File: src/common/lhp_cfg.svh
// lhp_cfg.svh: register offsets, field positions, reset values and timing counts
// assumes a 25 MHz core clock; included by bare name from common/
`ifndef LHP_CFG_SVH
`define LHP_CFG_SVH

// register offsets
`define LHP_ADDR_HOOK      8'h1F
`define LHP_ADDR_GSC       8'h20
`define LHP_ADDR_PCM       8'h21
`define LHP_ADDR_TXS_LO    8'h22
`define LHP_ADDR_TXS_HI    8'h23
`define LHP_ADDR_RXS_LO    8'h24
`define LHP_ADDR_RXS_HI    8'h25

// reset values and writable masks
`define LHP_HOOK_RST       8'h20
`define LHP_HOOK_MASK      8'h6B
`define LHP_GSC_RST        2'h3
`define LHP_PCM_RST        8'h00
`define LHP_PCM_MASK       8'hFB
`define LHP_HI_MASK        8'h03

// field positions
`define LHP_FOH_HI         6
`define LHP_FOH_LO         5
`define LHP_OHS_BIT        3
`define LHP_RX_CORNER_SEL_BIT       1
`define LHP_LINE_VOLT_FORCE_DISABLE_BIT       0
`define LHP_LOOP_BIT       7
`define LHP_HIGHWAY_TRANSFER_EN_BIT       5
`define LHP_FMT_HI         4
`define LHP_FMT_LO         3
`define LHP_CLOCKS_PER_BIT_SEL_BIT       1
`define LHP_TRI_BIT        0

// timing: one tick every 100 us
`define LHP_CLK_HZ         25000000
`define LHP_TICK_US        100
`define LHP_TICK_CYC       (`LHP_CLK_HZ / 1000000 * `LHP_TICK_US)
`define LHP_OFFHOOK_MS_00  512
`define LHP_OFFHOOK_MS_01  128
`define LHP_OFFHOOK_MS_10  64
`define LHP_OFFHOOK_MS_11  8
`define LHP_ONHOOK_SLOW_US 3000
`define LHP_ONHOOK_FAST_US 200
`define LHP_LV_FORCE_V     3

`endif

File: src/common/lhp_pkg.sv
// lhp_pkg: state types shared by the line hook / pcm register block
// no constants here; numbers live in lhp_cfg.svh
package lhp_pkg;

    typedef enum logic [1:0] {
        LHP_IDLE  = 2'b01,
        LHP_SHIFT = 2'b10
    } lhp_dir_e;

    typedef logic [7:0] lhp_byte_t;

endpackage

File: src/rtl/lhp_regs.sv
// lhp_regs: hook, filter, ground-start and pcm highway configuration block
// registers on a decoded byte port in the mclk domain; pcm pins are asynchronous
//
// How it works
// - off-hook counter length from bits 6:5: 512, 128, 64 or 8 ms; 128 default
// - on-hook speed bit: under 0.5 ms or 3 ms from request clear to zero current
// - receive corner select: 5 Hz when zero, 200 Hz when one
// - line voltage status forced to zero at 3 V or less unless disabled
// - tip ground detect reads zero while tip current flows, one otherwise
// - tip detect enable zero closes tip relay; one opens it, no detection
// - ring ground bit zero closes ring-to-ground relay; one opens it
// - analog loopback bit routes line receive data back out through transmit
// - highway transfers only while enable bit set; counts programmed beforehand
// - format field: a-law, mu-law, upper linear byte or full 16-bit linear
// - clocks-per-bit select: one or two bit clocks per data bit
// - output released after bit 0 on rising or falling bit-clock edge
// - transmit begins after ten-bit transmit start count of clocks from sync
// - receive begins after receive start count of clocks from frame sync
// - receive start count high two bits in following register bits 1:0
`timescale 1ns/1ns
`default_nettype none
`include "lhp_cfg.svh"

module lhp_regs
    import lhp_pkg::*;
(
    // clock and reset
    input  wire logic        mclk,
    input  wire logic        arst_n,
    // register port
    input  wire logic [7:0]  reg_addr,
    input  wire logic [7:0]  reg_wdata,
    input  wire logic        reg_wr,
    input  wire logic        reg_rd,
    output logic      [7:0]  reg_rdata,
    output logic             reg_rvalid,
    // hook and line side
    input  wire logic        offhook_request,
    input  wire logic [7:0]  line_volt_raw,
    input  wire logic        tip_ground_current,
    output logic             loop_hold,
    output logic             offhook_valid,
    output logic      [7:0]  line_voltage_status,
    output logic             rx_corner_sel,
    output logic             analog_loopback_en,
    output logic             tip_relay_open,
    output logic             ring_relay_open,
    // transmit samples from codec
    input  wire logic        tx_in_valid,
    output logic             tx_in_ready,
    input  wire logic [15:0] tx_in_data,
    // received code words to codec
    output logic      [15:0] rx_word,
    output logic             rx_valid,
    // pcm highway pins
    input  wire logic        pclk,
    input  wire logic        frame_sync,
    input  wire logic        pcm_din,
    output logic             pcm_dout,
    output logic             pcm_dout_oe
);
    typedef struct packed {
        lhp_byte_t   hook;
        logic [1:0]  gsc;
        lhp_byte_t   pcm;
        lhp_byte_t   txs_lo;
        logic [1:0]  txs_hi;
        lhp_byte_t   rxs_lo;
        logic [1:0]  rxs_hi;
        lhp_byte_t   rdata;
        logic        rvalid;
        logic [1:0]  pclk_s;
        logic [1:0]  frame_sync_s;
        logic [1:0]  din_s;
        logic [1:0]  tipg_s;
        logic        pclk_d;
        logic [11:0] tick_cnt;
        logic        tick;
        logic        req_d;
        logic [12:0] hook_cnt;
        logic        loop_hold;
        logic        offhook_valid;
        logic        releasing;
        lhp_byte_t   lv;
        logic        tip_ground_detect;
        logic [9:0]  bclk_cnt;
        lhp_dir_e    tx_st;
        logic [15:0] tx_sh;
        logic [4:0]  tx_left;
        logic        tx_half;
        logic        dout;
        logic        dout_oe;
        lhp_dir_e    rx_st;
        logic [15:0] rx_sh;
        logic [4:0]  rx_left;
        logic        rx_half;
        logic [15:0] rx_word;
        logic        rx_valid;
    } lhp_state_s;

    localparam logic [11:0] TICK_LAST = 12'(`LHP_TICK_CYC - 1);
    localparam logic [12:0] SLOW_TICKS = 13'(`LHP_ONHOOK_SLOW_US / `LHP_TICK_US);
    localparam logic [12:0] FAST_TICKS = 13'(`LHP_ONHOOK_FAST_US / `LHP_TICK_US);

    lhp_state_s  st;
    lhp_state_s  next_st;
    logic        rise;
    logic        fall;
    logic        pcm_en;
    logic        clocks_per_bit_sel;
    logic [1:0]  fmt;
    logic [4:0]  nbits;
    logic [9:0]  cnt_now;
    logic        start_tx;
    logic        start_rx;
    logic [12:0] hook_target;
    logic        fifo_valid;
    logic [15:0] fifo_data;
    logic [7:0]  lv_mag;

    // companding of one 16-bit linear sample into the selected code
    function automatic logic [15:0] lhp_encode(input logic [15:0] s, input logic [1:0] f);
        logic [15:0] mag;
        logic [12:0] m13;
        logic [2:0]  seg;
        logic [3:0]  mant;
        logic        pos;
        mag  = s[15] ? 16'(~s + 16'h0001) : s;
        pos  = !s[15];
        seg  = 3'h0;
        m13  = 13'h0000;
        mant = 4'h0;
        if (f == 2'b01) begin
            m13 = (mag[15:2] > 14'h1FDE) ? 13'h1FFF : 13'(mag[15:2] + 14'h0021);
            for (int i = 5; i <= 12; i++) begin
                if (m13[i]) begin
                    seg = 3'(i - 5);
                end
            end
            mant = 4'(m13 >> (seg + 3'h1));
            lhp_encode = {~{pos, seg, mant}, 8'h00};
        end else if (f == 2'b00) begin
            m13 = mag[15:3];
            for (int i = 5; i <= 11; i++) begin
                if (m13[i]) begin
                    seg = 3'(i - 4);
                end
            end
            mant = (seg == 3'h0) ? 4'(m13 >> 1) : 4'(m13 >> seg);
            lhp_encode = {{pos, seg, mant} ^ 8'h55, 8'h00};
        end else begin
            lhp_encode = s;
        end
    endfunction

    assign pcm_en   = st.pcm[`LHP_HIGHWAY_TRANSFER_EN_BIT];
    assign clocks_per_bit_sel     = st.pcm[`LHP_CLOCKS_PER_BIT_SEL_BIT];
    assign fmt      = st.pcm[`LHP_FMT_HI:`LHP_FMT_LO];
    assign nbits    = (fmt == 2'b11) ? 5'h10 : 5'h08;
    assign rise     = st.pclk_s[1] && !st.pclk_d;
    assign fall     = !st.pclk_s[1] && st.pclk_d;
    // the clock that sees frame sync is count zero
    assign cnt_now  = st.frame_sync_s[1] ? 10'h000 : 10'(st.bclk_cnt + 10'h001);
    assign start_tx = rise && pcm_en && (cnt_now == {st.txs_hi, st.txs_lo});
    assign start_rx = rise && pcm_en && (cnt_now == {st.rxs_hi, st.rxs_lo});
    assign lv_mag   = line_volt_raw[7] ? 8'(~line_volt_raw + 8'h01) : line_volt_raw;

    always_comb begin
        case (st.hook[`LHP_FOH_HI:`LHP_FOH_LO])
            2'b00:   hook_target = 13'(`LHP_OFFHOOK_MS_00 * 1000 / `LHP_TICK_US);
            2'b01:   hook_target = 13'(`LHP_OFFHOOK_MS_01 * 1000 / `LHP_TICK_US);
            2'b10:   hook_target = 13'(`LHP_OFFHOOK_MS_10 * 1000 / `LHP_TICK_US);
            default: hook_target = 13'(`LHP_OFFHOOK_MS_11 * 1000 / `LHP_TICK_US);
        endcase
        if (st.releasing) begin
            hook_target = st.hook[`LHP_OHS_BIT] ? SLOW_TICKS : FAST_TICKS;
        end
    end

    // the fifo absorbs codec samples while the highway is off or between frames
    lhp_fifo #(
        .WIDTH (16),
        .DEPTH (16),
        .AW    (4)
    ) i_lhp_fifo (
        .mclk      (mclk),
        .arst_n    (arst_n),
        .in_valid  (tx_in_valid),
        .in_ready  (tx_in_ready),
        .in_data   (tx_in_data),
        .out_valid (fifo_valid),
        .out_ready (start_tx),
        .out_data  (fifo_data)
    );

    always_comb begin
        next_st = st;
        // register port; reserved bits are masked and read back as zero
        next_st.rvalid = reg_rd;
        if (reg_wr) begin
            case (reg_addr)
                `LHP_ADDR_HOOK:   next_st.hook   = reg_wdata & `LHP_HOOK_MASK;
                `LHP_ADDR_GSC:    next_st.gsc    = reg_wdata[1:0];
                `LHP_ADDR_PCM:    next_st.pcm    = reg_wdata & `LHP_PCM_MASK;
                `LHP_ADDR_TXS_LO: next_st.txs_lo = reg_wdata;
                `LHP_ADDR_TXS_HI: next_st.txs_hi = reg_wdata[1:0];
                `LHP_ADDR_RXS_LO: next_st.rxs_lo = reg_wdata;
                `LHP_ADDR_RXS_HI: next_st.rxs_hi = reg_wdata[1:0];
                default:          next_st.hook   = st.hook;
            endcase
        end
        if (reg_rd) begin
            case (reg_addr)
                `LHP_ADDR_HOOK:   next_st.rdata = st.hook;
                `LHP_ADDR_GSC:    next_st.rdata = {5'h00, st.tip_ground_detect, st.gsc};
                `LHP_ADDR_PCM:    next_st.rdata = st.pcm;
                `LHP_ADDR_TXS_LO: next_st.rdata = st.txs_lo;
                `LHP_ADDR_TXS_HI: next_st.rdata = {6'h00, st.txs_hi};
                `LHP_ADDR_RXS_LO: next_st.rdata = st.rxs_lo;
                `LHP_ADDR_RXS_HI: next_st.rdata = {6'h00, st.rxs_hi};
                default:          next_st.rdata = 8'h00;
            endcase
        end
        // pin synchronisers
        next_st.pclk_s  = {st.pclk_s[0], pclk};
        next_st.frame_sync_s = {st.frame_sync_s[0], frame_sync};
        next_st.din_s   = {st.din_s[0], pcm_din};
        next_st.tipg_s  = {st.tipg_s[0], tip_ground_current};
        next_st.pclk_d  = st.pclk_s[1];
        // 100 us tick
        next_st.tick     = (st.tick_cnt == TICK_LAST);
        next_st.tick_cnt = next_st.tick ? 12'h000 : 12'(st.tick_cnt + 12'h001);
        // off-hook qualification and on-hook release timing
        next_st.req_d = offhook_request;
        if (offhook_request && !st.req_d) begin
            next_st.loop_hold     = 1'b1;
            next_st.releasing     = 1'b0;
            next_st.offhook_valid = 1'b0;
            next_st.hook_cnt      = 13'h0000;
        end else if (!offhook_request && st.req_d) begin
            next_st.releasing     = 1'b1;
            next_st.offhook_valid = 1'b0;
            next_st.hook_cnt      = 13'h0000;
        end else if (st.tick && st.loop_hold && !(st.offhook_valid && !st.releasing)) begin
            next_st.hook_cnt = 13'(st.hook_cnt + 13'h0001);
            if (st.hook_cnt == 13'(hook_target - 13'h0001)) begin
                next_st.offhook_valid = !st.releasing;
                next_st.loop_hold     = !st.releasing;
                next_st.releasing     = 1'b0;
            end
        end
        // zero forcing near an open line
        next_st.lv = (!st.hook[`LHP_LINE_VOLT_FORCE_DISABLE_BIT] && lv_mag <= 8'(`LHP_LV_FORCE_V)) ? 8'h00
                   : line_volt_raw;
        // with the tip relay open no current can flow, so the detect reads one
        next_st.tip_ground_detect = !(st.tipg_s[1] && !st.gsc[1]);
        // bit clock counter since frame sync
        if (rise) begin
            next_st.bclk_cnt = (cnt_now == 10'h3FF) ? st.bclk_cnt : cnt_now;
        end
        // transmit shifter
        case (st.tx_st)
            LHP_IDLE: begin
                next_st.dout_oe = 1'b0;
            end
            LHP_SHIFT: begin
                if (rise) begin
                    if (clocks_per_bit_sel && !st.tx_half) begin
                        next_st.tx_half = 1'b1;
                    end else if (st.tx_left == 5'h00) begin
                        next_st.dout_oe = 1'b0;
                        next_st.tx_st   = LHP_IDLE;
                    end else begin
                        next_st.tx_sh   = {st.tx_sh[14:0], 1'b0};
                        next_st.dout    = st.tx_sh[14];
                        next_st.tx_left = 5'(st.tx_left - 5'h01);
                        next_st.tx_half = 1'b0;
                    end
                end else if (fall && st.pcm[`LHP_TRI_BIT] && st.tx_left == 5'h00
                             && (!clocks_per_bit_sel || st.tx_half)) begin
                    next_st.dout_oe = 1'b0;
                    next_st.tx_st   = LHP_IDLE;
                end
            end
            default: begin
                next_st.tx_st = LHP_IDLE;
            end
        endcase
        if (start_tx) begin
            next_st.tx_sh   = lhp_encode(fifo_valid ? fifo_data : 16'h0000, fmt);
            next_st.dout    = next_st.tx_sh[15];
            next_st.dout_oe = 1'b1;
            next_st.tx_left = 5'(nbits - 5'h01);
            next_st.tx_half = 1'b0;
            next_st.tx_st   = LHP_SHIFT;
        end
        // receive shifter, sampled on the falling edge that ends each bit
        next_st.rx_valid = 1'b0;
        case (st.rx_st)
            LHP_IDLE: begin
                next_st.rx_half = 1'b0;
            end
            LHP_SHIFT: begin
                if (rise) begin
                    next_st.rx_half = clocks_per_bit_sel && !st.rx_half;
                end else if (fall && (!clocks_per_bit_sel || st.rx_half)) begin
                    next_st.rx_sh   = {st.rx_sh[14:0], st.din_s[1]};
                    next_st.rx_left = 5'(st.rx_left - 5'h01);
                    if (st.rx_left == 5'h01) begin
                        next_st.rx_word  = (nbits == 5'h08) ? {8'h00, st.rx_sh[6:0], st.din_s[1]}
                                         : {st.rx_sh[14:0], st.din_s[1]};
                        next_st.rx_valid = 1'b1;
                        next_st.rx_st    = LHP_IDLE;
                    end
                end
            end
            default: begin
                next_st.rx_st = LHP_IDLE;
            end
        endcase
        if (start_rx) begin
            next_st.rx_left = nbits;
            next_st.rx_half = 1'b0;
            next_st.rx_st   = LHP_SHIFT;
        end
        // clearing the enable stops the highway at once
        if (!pcm_en) begin
            next_st.tx_st   = LHP_IDLE;
            next_st.dout_oe = 1'b0;
            next_st.rx_st   = LHP_IDLE;
        end
    end

    always_ff @(posedge mclk or negedge arst_n) begin
        if (!arst_n) begin
            st        <= '0;
            st.hook   <= `LHP_HOOK_RST;
            st.gsc    <= `LHP_GSC_RST;
            st.pcm    <= `LHP_PCM_RST;
            st.tip_ground_detect    <= 1'b1;
            st.tx_st  <= LHP_IDLE;
            st.rx_st  <= LHP_IDLE;
        end else begin
            st <= next_st;
        end
    end

    assign reg_rdata           = st.rdata;
    assign reg_rvalid          = st.rvalid;
    assign loop_hold           = st.loop_hold;
    assign offhook_valid       = st.offhook_valid;
    assign line_voltage_status = st.lv;
    assign rx_corner_sel       = st.hook[`LHP_RX_CORNER_SEL_BIT];
    assign analog_loopback_en  = st.pcm[`LHP_LOOP_BIT];
    assign tip_relay_open      = st.gsc[1];
    assign ring_relay_open     = st.gsc[0];
    assign rx_word             = st.rx_word;
    assign rx_valid            = st.rx_valid;
    assign pcm_dout            = st.dout;
    assign pcm_dout_oe         = st.dout_oe;
endmodule // lhp_regs

`default_nettype wire

File: src/rtl/lhp_fifo.sv
// lhp_fifo: synchronous fifo with registered full and empty flags
// single clock; in_ready and out_valid come straight from flip-flops
`timescale 1ns/1ns
`default_nettype none

module lhp_fifo #(
    parameter int WIDTH = 16,
    parameter int DEPTH = 16,
    parameter int AW    = 4
) (
    // clock and reset
    input  wire logic             mclk,
    input  wire logic             arst_n,
    // fill side
    input  wire logic             in_valid,
    output logic                  in_ready,
    input  wire logic [WIDTH-1:0] in_data,
    // drain side
    output logic                  out_valid,
    input  wire logic             out_ready,
    output logic      [WIDTH-1:0] out_data
);
    typedef struct packed {
        logic [AW-1:0] wptr;
        logic [AW-1:0] rptr;
        logic [AW:0]   count;
        logic          full;
        logic          empty;
        logic          ready;
    } lhp_fifo_s;

    lhp_fifo_s               st;
    lhp_fifo_s               next_st;
    logic [WIDTH-1:0]        mem [DEPTH];
    logic                    push;
    logic                    pop;

    assign push      = in_valid && !st.full;
    assign pop       = out_ready && !st.empty;
    assign in_ready  = st.ready;
    assign out_valid = !st.empty;
    assign out_data  = mem[st.rptr];

    always_comb begin
        next_st = st;
        if (push) begin
            next_st.wptr = st.wptr + 1'b1;
        end
        if (pop) begin
            next_st.rptr = st.rptr + 1'b1;
        end
        next_st.count = st.count + {{AW{1'b0}}, push} - {{AW{1'b0}}, pop};
        next_st.full  = (next_st.count == (AW+1)'(DEPTH));
        next_st.empty = (next_st.count == '0);
        next_st.ready = !next_st.full;
    end

    always_ff @(posedge mclk or negedge arst_n) begin
        if (!arst_n) begin
            st <= '{wptr: '0, rptr: '0, count: '0, full: 1'b0, empty: 1'b1, ready: 1'b1};
        end else begin
            st <= next_st;
        end
    end

    // storage has no reset; contents are qualified by the pointers
    always_ff @(posedge mclk) begin
        if (push) begin
            mem[st.wptr] <= in_data;
        end
    end

endmodule // lhp_fifo

`default_nettype wire

File: config.mk
export PLATFORM = sky130hd
export DESIGN_NAME = lhp_regs
export DESIGN_NICKNAME = d
export VERILOG_FILES = /design/src/common/lhp_pkg.sv /design/src/rtl/lhp_regs.sv /design/src/rtl/lhp_fifo.sv
export VERILOG_INCLUDE_DIRS = /design/src /design/src/common
export SDC_FILE = /design/constraint.sdc
export NUM_CORES = 1
export LEC_CHECK = 0
export BUFFER_PORTS_ARGS = -buffer_cell sky130_fd_sc_hd__clkbuf_2
export CORE_MARGIN = 5
export CORE_UTILIZATION = 65
export DETAILED_ROUTE_END_ITERATION = 16
export GPL_ROUTABILITY_DRIVEN = 0
export PLACE_DENSITY_LB_ADDON = 0.1
export SYNTH_ARGS = -nofsm -noshare
export SYNTH_HDL_FRONTEND = slang
export SYNTH_HIERARCHICAL = 1
export SYNTH_SLANG_ARGS = --single-unit
export TNS_END_PERCENT = 20
File: constraint.sdc
create_clock -name mclk -period 11.6 [get_ports mclk]
set_input_delay 2.32 -clock mclk [delete_from_list [all_inputs] [get_ports mclk]]
set_output_delay 2.32 -clock mclk [all_outputs]
set_load 0.1 [all_outputs]
==> results.yml <==
status:
  run_status: "finished, final reports clean"
pwr:
  power_per_cell_area_mw_per_mm2: 199
  power_leakage_nw: 8.72
  power.ir.vdd_worst_mv: 0.178
place:
  placed_cell_area_sq_mm: 0.0214
  io_buffer_count: 92
  hpwlAfterDp_mm: 28.7
synth:
  number_of_enable_type_register_cells_in_the_synthesized_netlist: 256
  sequential_cell_area_fraction_in_the_yosys_report_pct: 58.5
  synthesis.area_sq_mm: 0.0210
  post_synth_most_frequent_cells: "sky130_fd_sc_hd__edfxtp_1 (256), sky130_fd_sc_hd__dfrtp_1 (174), sky130_fd_sc_hd__nand2_1 (135)"
  ys_ff_latch: 438
  syn-num-nets: 1743
  synth_top_area_share_pct: 36.7
  netlist_top_cells_area: "sky130_fd_sc_hd__edfxtp_1 (37%), sky130_fd_sc_hd__dfrtp_1 (21%), sky130_fd_sc_hd__mux2_2 (5.3%)"
  post_synthesis_cell_type_with_the_largest_combined_area: "sky130_fd_sc_hd__edfxtp_1"
  synth.avg_cell_area_sq_um: 12.6
  yosys_most_used_dff: "sky130_fd_sc_hd__edfxtp_1"
  synth.distinct_cells: 87
  ys_async_sr_fraction_pct: 41.6
  postSynthCellCount: 1668
  synth.most_common_cell: "sky130_fd_sc_hd__edfxtp_1"
  synth-warning-count: 6
sta:
  rsz0062_at_grt: "false"
  post-route-min-period_ps: 7310
  slew-limit-headroom_pct: 19.8
  worst_slew_pin_slew_ps: 1190
  final_max_slew_viol_count: 0
  final-hold-violation-count: 0
  timing.setup.tns_ps: 0
  final.setup_skew_ps: 25.7
  max_clock_freq_mhz: 137
  fin_crit_sh_pct: 63.0
  finalSetupViolCount: 0
grt:
  grt_antenna_before_repair: 1
  overflow: 0
  grt_pass1_wl_mm: 72.3
  tot_gr_track_use_pct: 25.0
  grt_start_max_net_pins: 68
  number_of_global_route_vias_before_repair: 13324
setup_path:
  required_ps: 12060
  worst-r2r-setup-slack_ps: 4290
  crit_path_max_incr_delay_ps: 1070
  setup.worst_path.class: "register to register"
  cp_cell_sequence: "buf_4, mux2_2, o22ai_1, nor3_1, a221o_1, or4_4, o31a_1, o31ai_2, a21oi_1, xnor2_1, nand4_1, o211ai_1, nor2_1, inv_1, ha_1, or4_1, o211ai_1, a32oi_1, a31oi_1"
  path_buf_inv: 2
  worst_setup_sp_type: "register"
  cpMostUsedCell: "sky130_fd_sc_hd__o211ai_1"
  cell_with_the_largest_stage_delay_on_the_worst_path: "sky130_fd_sc_hd__dfrtp_4"
  path_delay_family: "compound AO/OA/AOI/OAI gates"
  cp_data_arrival_time_ps: 7770
  critical_path_peak_fanout: 58
  critPathCaptureType: "register"
cts:
  clock-sinks: 438
  cts-buffers-inserted: 44
  cts_hold_buffers: 0
  cts-resized-gates: 0
  cts-root-to-sink-buffers: 3
  post_cts.repair.setup_buffers: 0
  cts_tree: "done"
  cts_htree_levels: 2
  clk_pin_slew_worst_paths_ps: 60
  clkLatencyLatePin_ps: 560
  clock-root-buffer: "sky130_fd_sc_hd__clkbuf_16"
layout:
  design.final.nets: 1771
  area_growth_syn_to_layout_pct: 8.65
  final_layout_size_suffix_gt1_share_pct: 19.1
  final-seq-area_sq_mm: 0.0123
  diodes: 0
  area_occupied_by_multi_input_gates_sq_mm: 0.00781
  num-fill-cells: 2169
  postLayoutCellArea_sq_mm: 0.0228
route:
  num_vias: 13563
  top_layer: "met5"
  drt_first_iter_violations: 1013
  route.detailed.drc: 0
  detail_route.wirelength.met1_mm: 18.8
  wl_mm: 44.8
  drt_first_pass_iters: 5
  drtAntennaViolNets: 0
  avgRoutedWirePerCell_um: 21.0
  met3_wirelength_mm: 2.73
  wire_length_on_met2_mm: 22.3
  avgViaCountPerCell: 6.36
die:
  floorplan.rows: 65
  die-area_sq_mm: 0.0359
  effective_utilization_at_floorplan_pct: 66.1
  die_w_um: 190
  pin_count: 93
  floorplan.die.height_um: 190
  core_sq_mm: 0.0317
flow_run:
  maxCapViolations: 0
worst_hold_path:
  hold_path.class: "register to register"
-- cells in the final DEF, fill, tap and decap left out, types with 8 or more instances in the layout --
cell type / instances
sky130_fd_sc_hd__nor2b_1: 11
sky130_fd_sc_hd__clkbuf_16: 45
sky130_fd_sc_hd__mux2i_1: 51
sky130_fd_sc_hd__nor3_1: 37
sky130_fd_sc_hd__nand4_1: 13
sky130_fd_sc_hd__o22ai_1: 28
sky130_fd_sc_hd__nand2_1: 135
sky130_fd_sc_hd__dfrtp_1: 173
sky130_fd_sc_hd__mux2_2: 99
sky130_fd_sc_hd__edfxtp_1: 256
sky130_fd_sc_hd__ha_1: 24
sky130_fd_sc_hd__inv_1: 56
sky130_fd_sc_hd__xor2_1: 21
sky130_fd_sc_hd__a31oi_1: 24
sky130_fd_sc_hd__nand2b_1: 17
sky130_fd_sc_hd__clkbuf_2: 91
sky130_fd_sc_hd__nor2_1: 93
sky130_fd_sc_hd__a21oi_1: 48
sky130_fd_sc_hd__mux4_2: 32
sky130_fd_sc_hd__nor4b_1: 8
sky130_fd_sc_hd__buf_4: 13
sky130_fd_sc_hd__nand3_1: 47
sky130_fd_sc_hd__o211ai_1: 10
sky130_fd_sc_hd__clkinv_1: 15
sky130_fd_sc_hd__a221o_1: 19
sky130_fd_sc_hd__o31ai_1: 12
sky130_fd_sc_hd__a22o_1: 18
sky130_fd_sc_hd__and3_1: 10
sky130_fd_sc_hd__or3_1: 13
sky130_fd_sc_hd__dfstp_2: 8
sky130_fd_sc_hd__and2_1: 37
sky130_fd_sc_hd__o21ai_0: 65
sky130_fd_sc_hd__xnor2_1: 50
-- layer usage --
layer,global-route usage [%],vias up
met4,5.82,2
met1,34.7,6750
li1,-,6262
met3,3.60,89
met2,42.7,460
met5,0,-
-- logic make-up after synthesis --
group	synth area share (%)
AO/OA/AOI/OAI	9.70
buffers and inverters	4.35
adder cells (fa/ha/maj)	1.53
AND/OR/NAND/NOR	11.7
multiplexers	11.2
flip-flops	58.5
XOR/XNOR	3.05
-- per-stage QoR --
stage	total power [mW]	cells	util (%)	hold WS [ps]	worst slack, ps
floorplan	2.88	1668	-	331	5950
global placement	3.13	2052	67.3	337	4540
detailed placement	3.15	2052	67.3	340	4370
CTS	4.53	2132	71.8	355	4340
global route	4.75	2132	71.8	377	3770
finish	4.52	2132	71.8	352	4290
-- path summary, 6_finish.rpt --
| kind | startpoint | end | depth (start not counted) |
|---|---|---|---|
| worst max-delay path | i_lhp_fifo/st[8]$_DFFE_PN0P_ | st[60]$_DFFE_PN0P_ | 19 |
| worst min-delay path | next_st[122]$_DFF_PN0_ | st[122]$_DFF_PN0_ | 0 |
| worst max register to register | i_lhp_fifo/st[8]$_DFFE_PN0P_ | st[60]$_DFFE_PN0P_ | 19 |
| worst min register to register | next_st[122]$_DFF_PN0_ | st[122]$_DFF_PN0_ | 0 |
| max in group asynchronous | arst_n | st[106]$_DFF_PN0_ | 3 |
| min in group asynchronous | arst_n | rx_valid$_DFF_PN0_ | 1 |
-- report_power, final --
group          total [mW]  switching (mW)  internal, mW
clock network        1.37           0.592         0.774
logic                1.26           0.787         0.476
registers            1.89          0.0872          1.80
-- sequential cells by signal, indices dropped and copies added (netlist names) --
signal and count:
analog_loopback_en 1, clocks_per_bit_sel 1, fmt 2, i_lhp_fifo/in_ready 1, i_lhp_fifo/mem 256, i_lhp_fifo/st 15, line_voltage_status 8, loop_hold 1
next_st 5, offhook_valid 1, pcm_dout 1, pcm_dout_oe 1, pcm_en 1, reg_rdata 8, reg_rvalid 1, ring_relay_open 1
rx_corner_sel 1, rx_valid 1, rx_word 16, st 115, tip_relay_open 1
-- area by class of cell --
class,instances,share of cell area [%]
Timing Repair Buffer,105,2.49
Clock buffer,53,5.17
Tap cell,402,2.21
Multi-Input combinational cell,1048,34.3
Sequential cell,438,53.8
Inverter,59,0.973
Clock inverter,27,1.03
-- worst reg2reg max path, delay by kind of cell (launching register included) --
kind | cells | cell delay, ps
muxes | 1 | 430
DFF | 1 | 1070
AOI/OAI and AO/OA | 9 | 2640
adders and majority gates | 1 | 350
and+or+nand+nor | 5 | 1590
xor gates and xnor gates | 1 | 220
buffers and inverters | 2 | 900
Note: power is estimated with default switching activity, not from simulation.
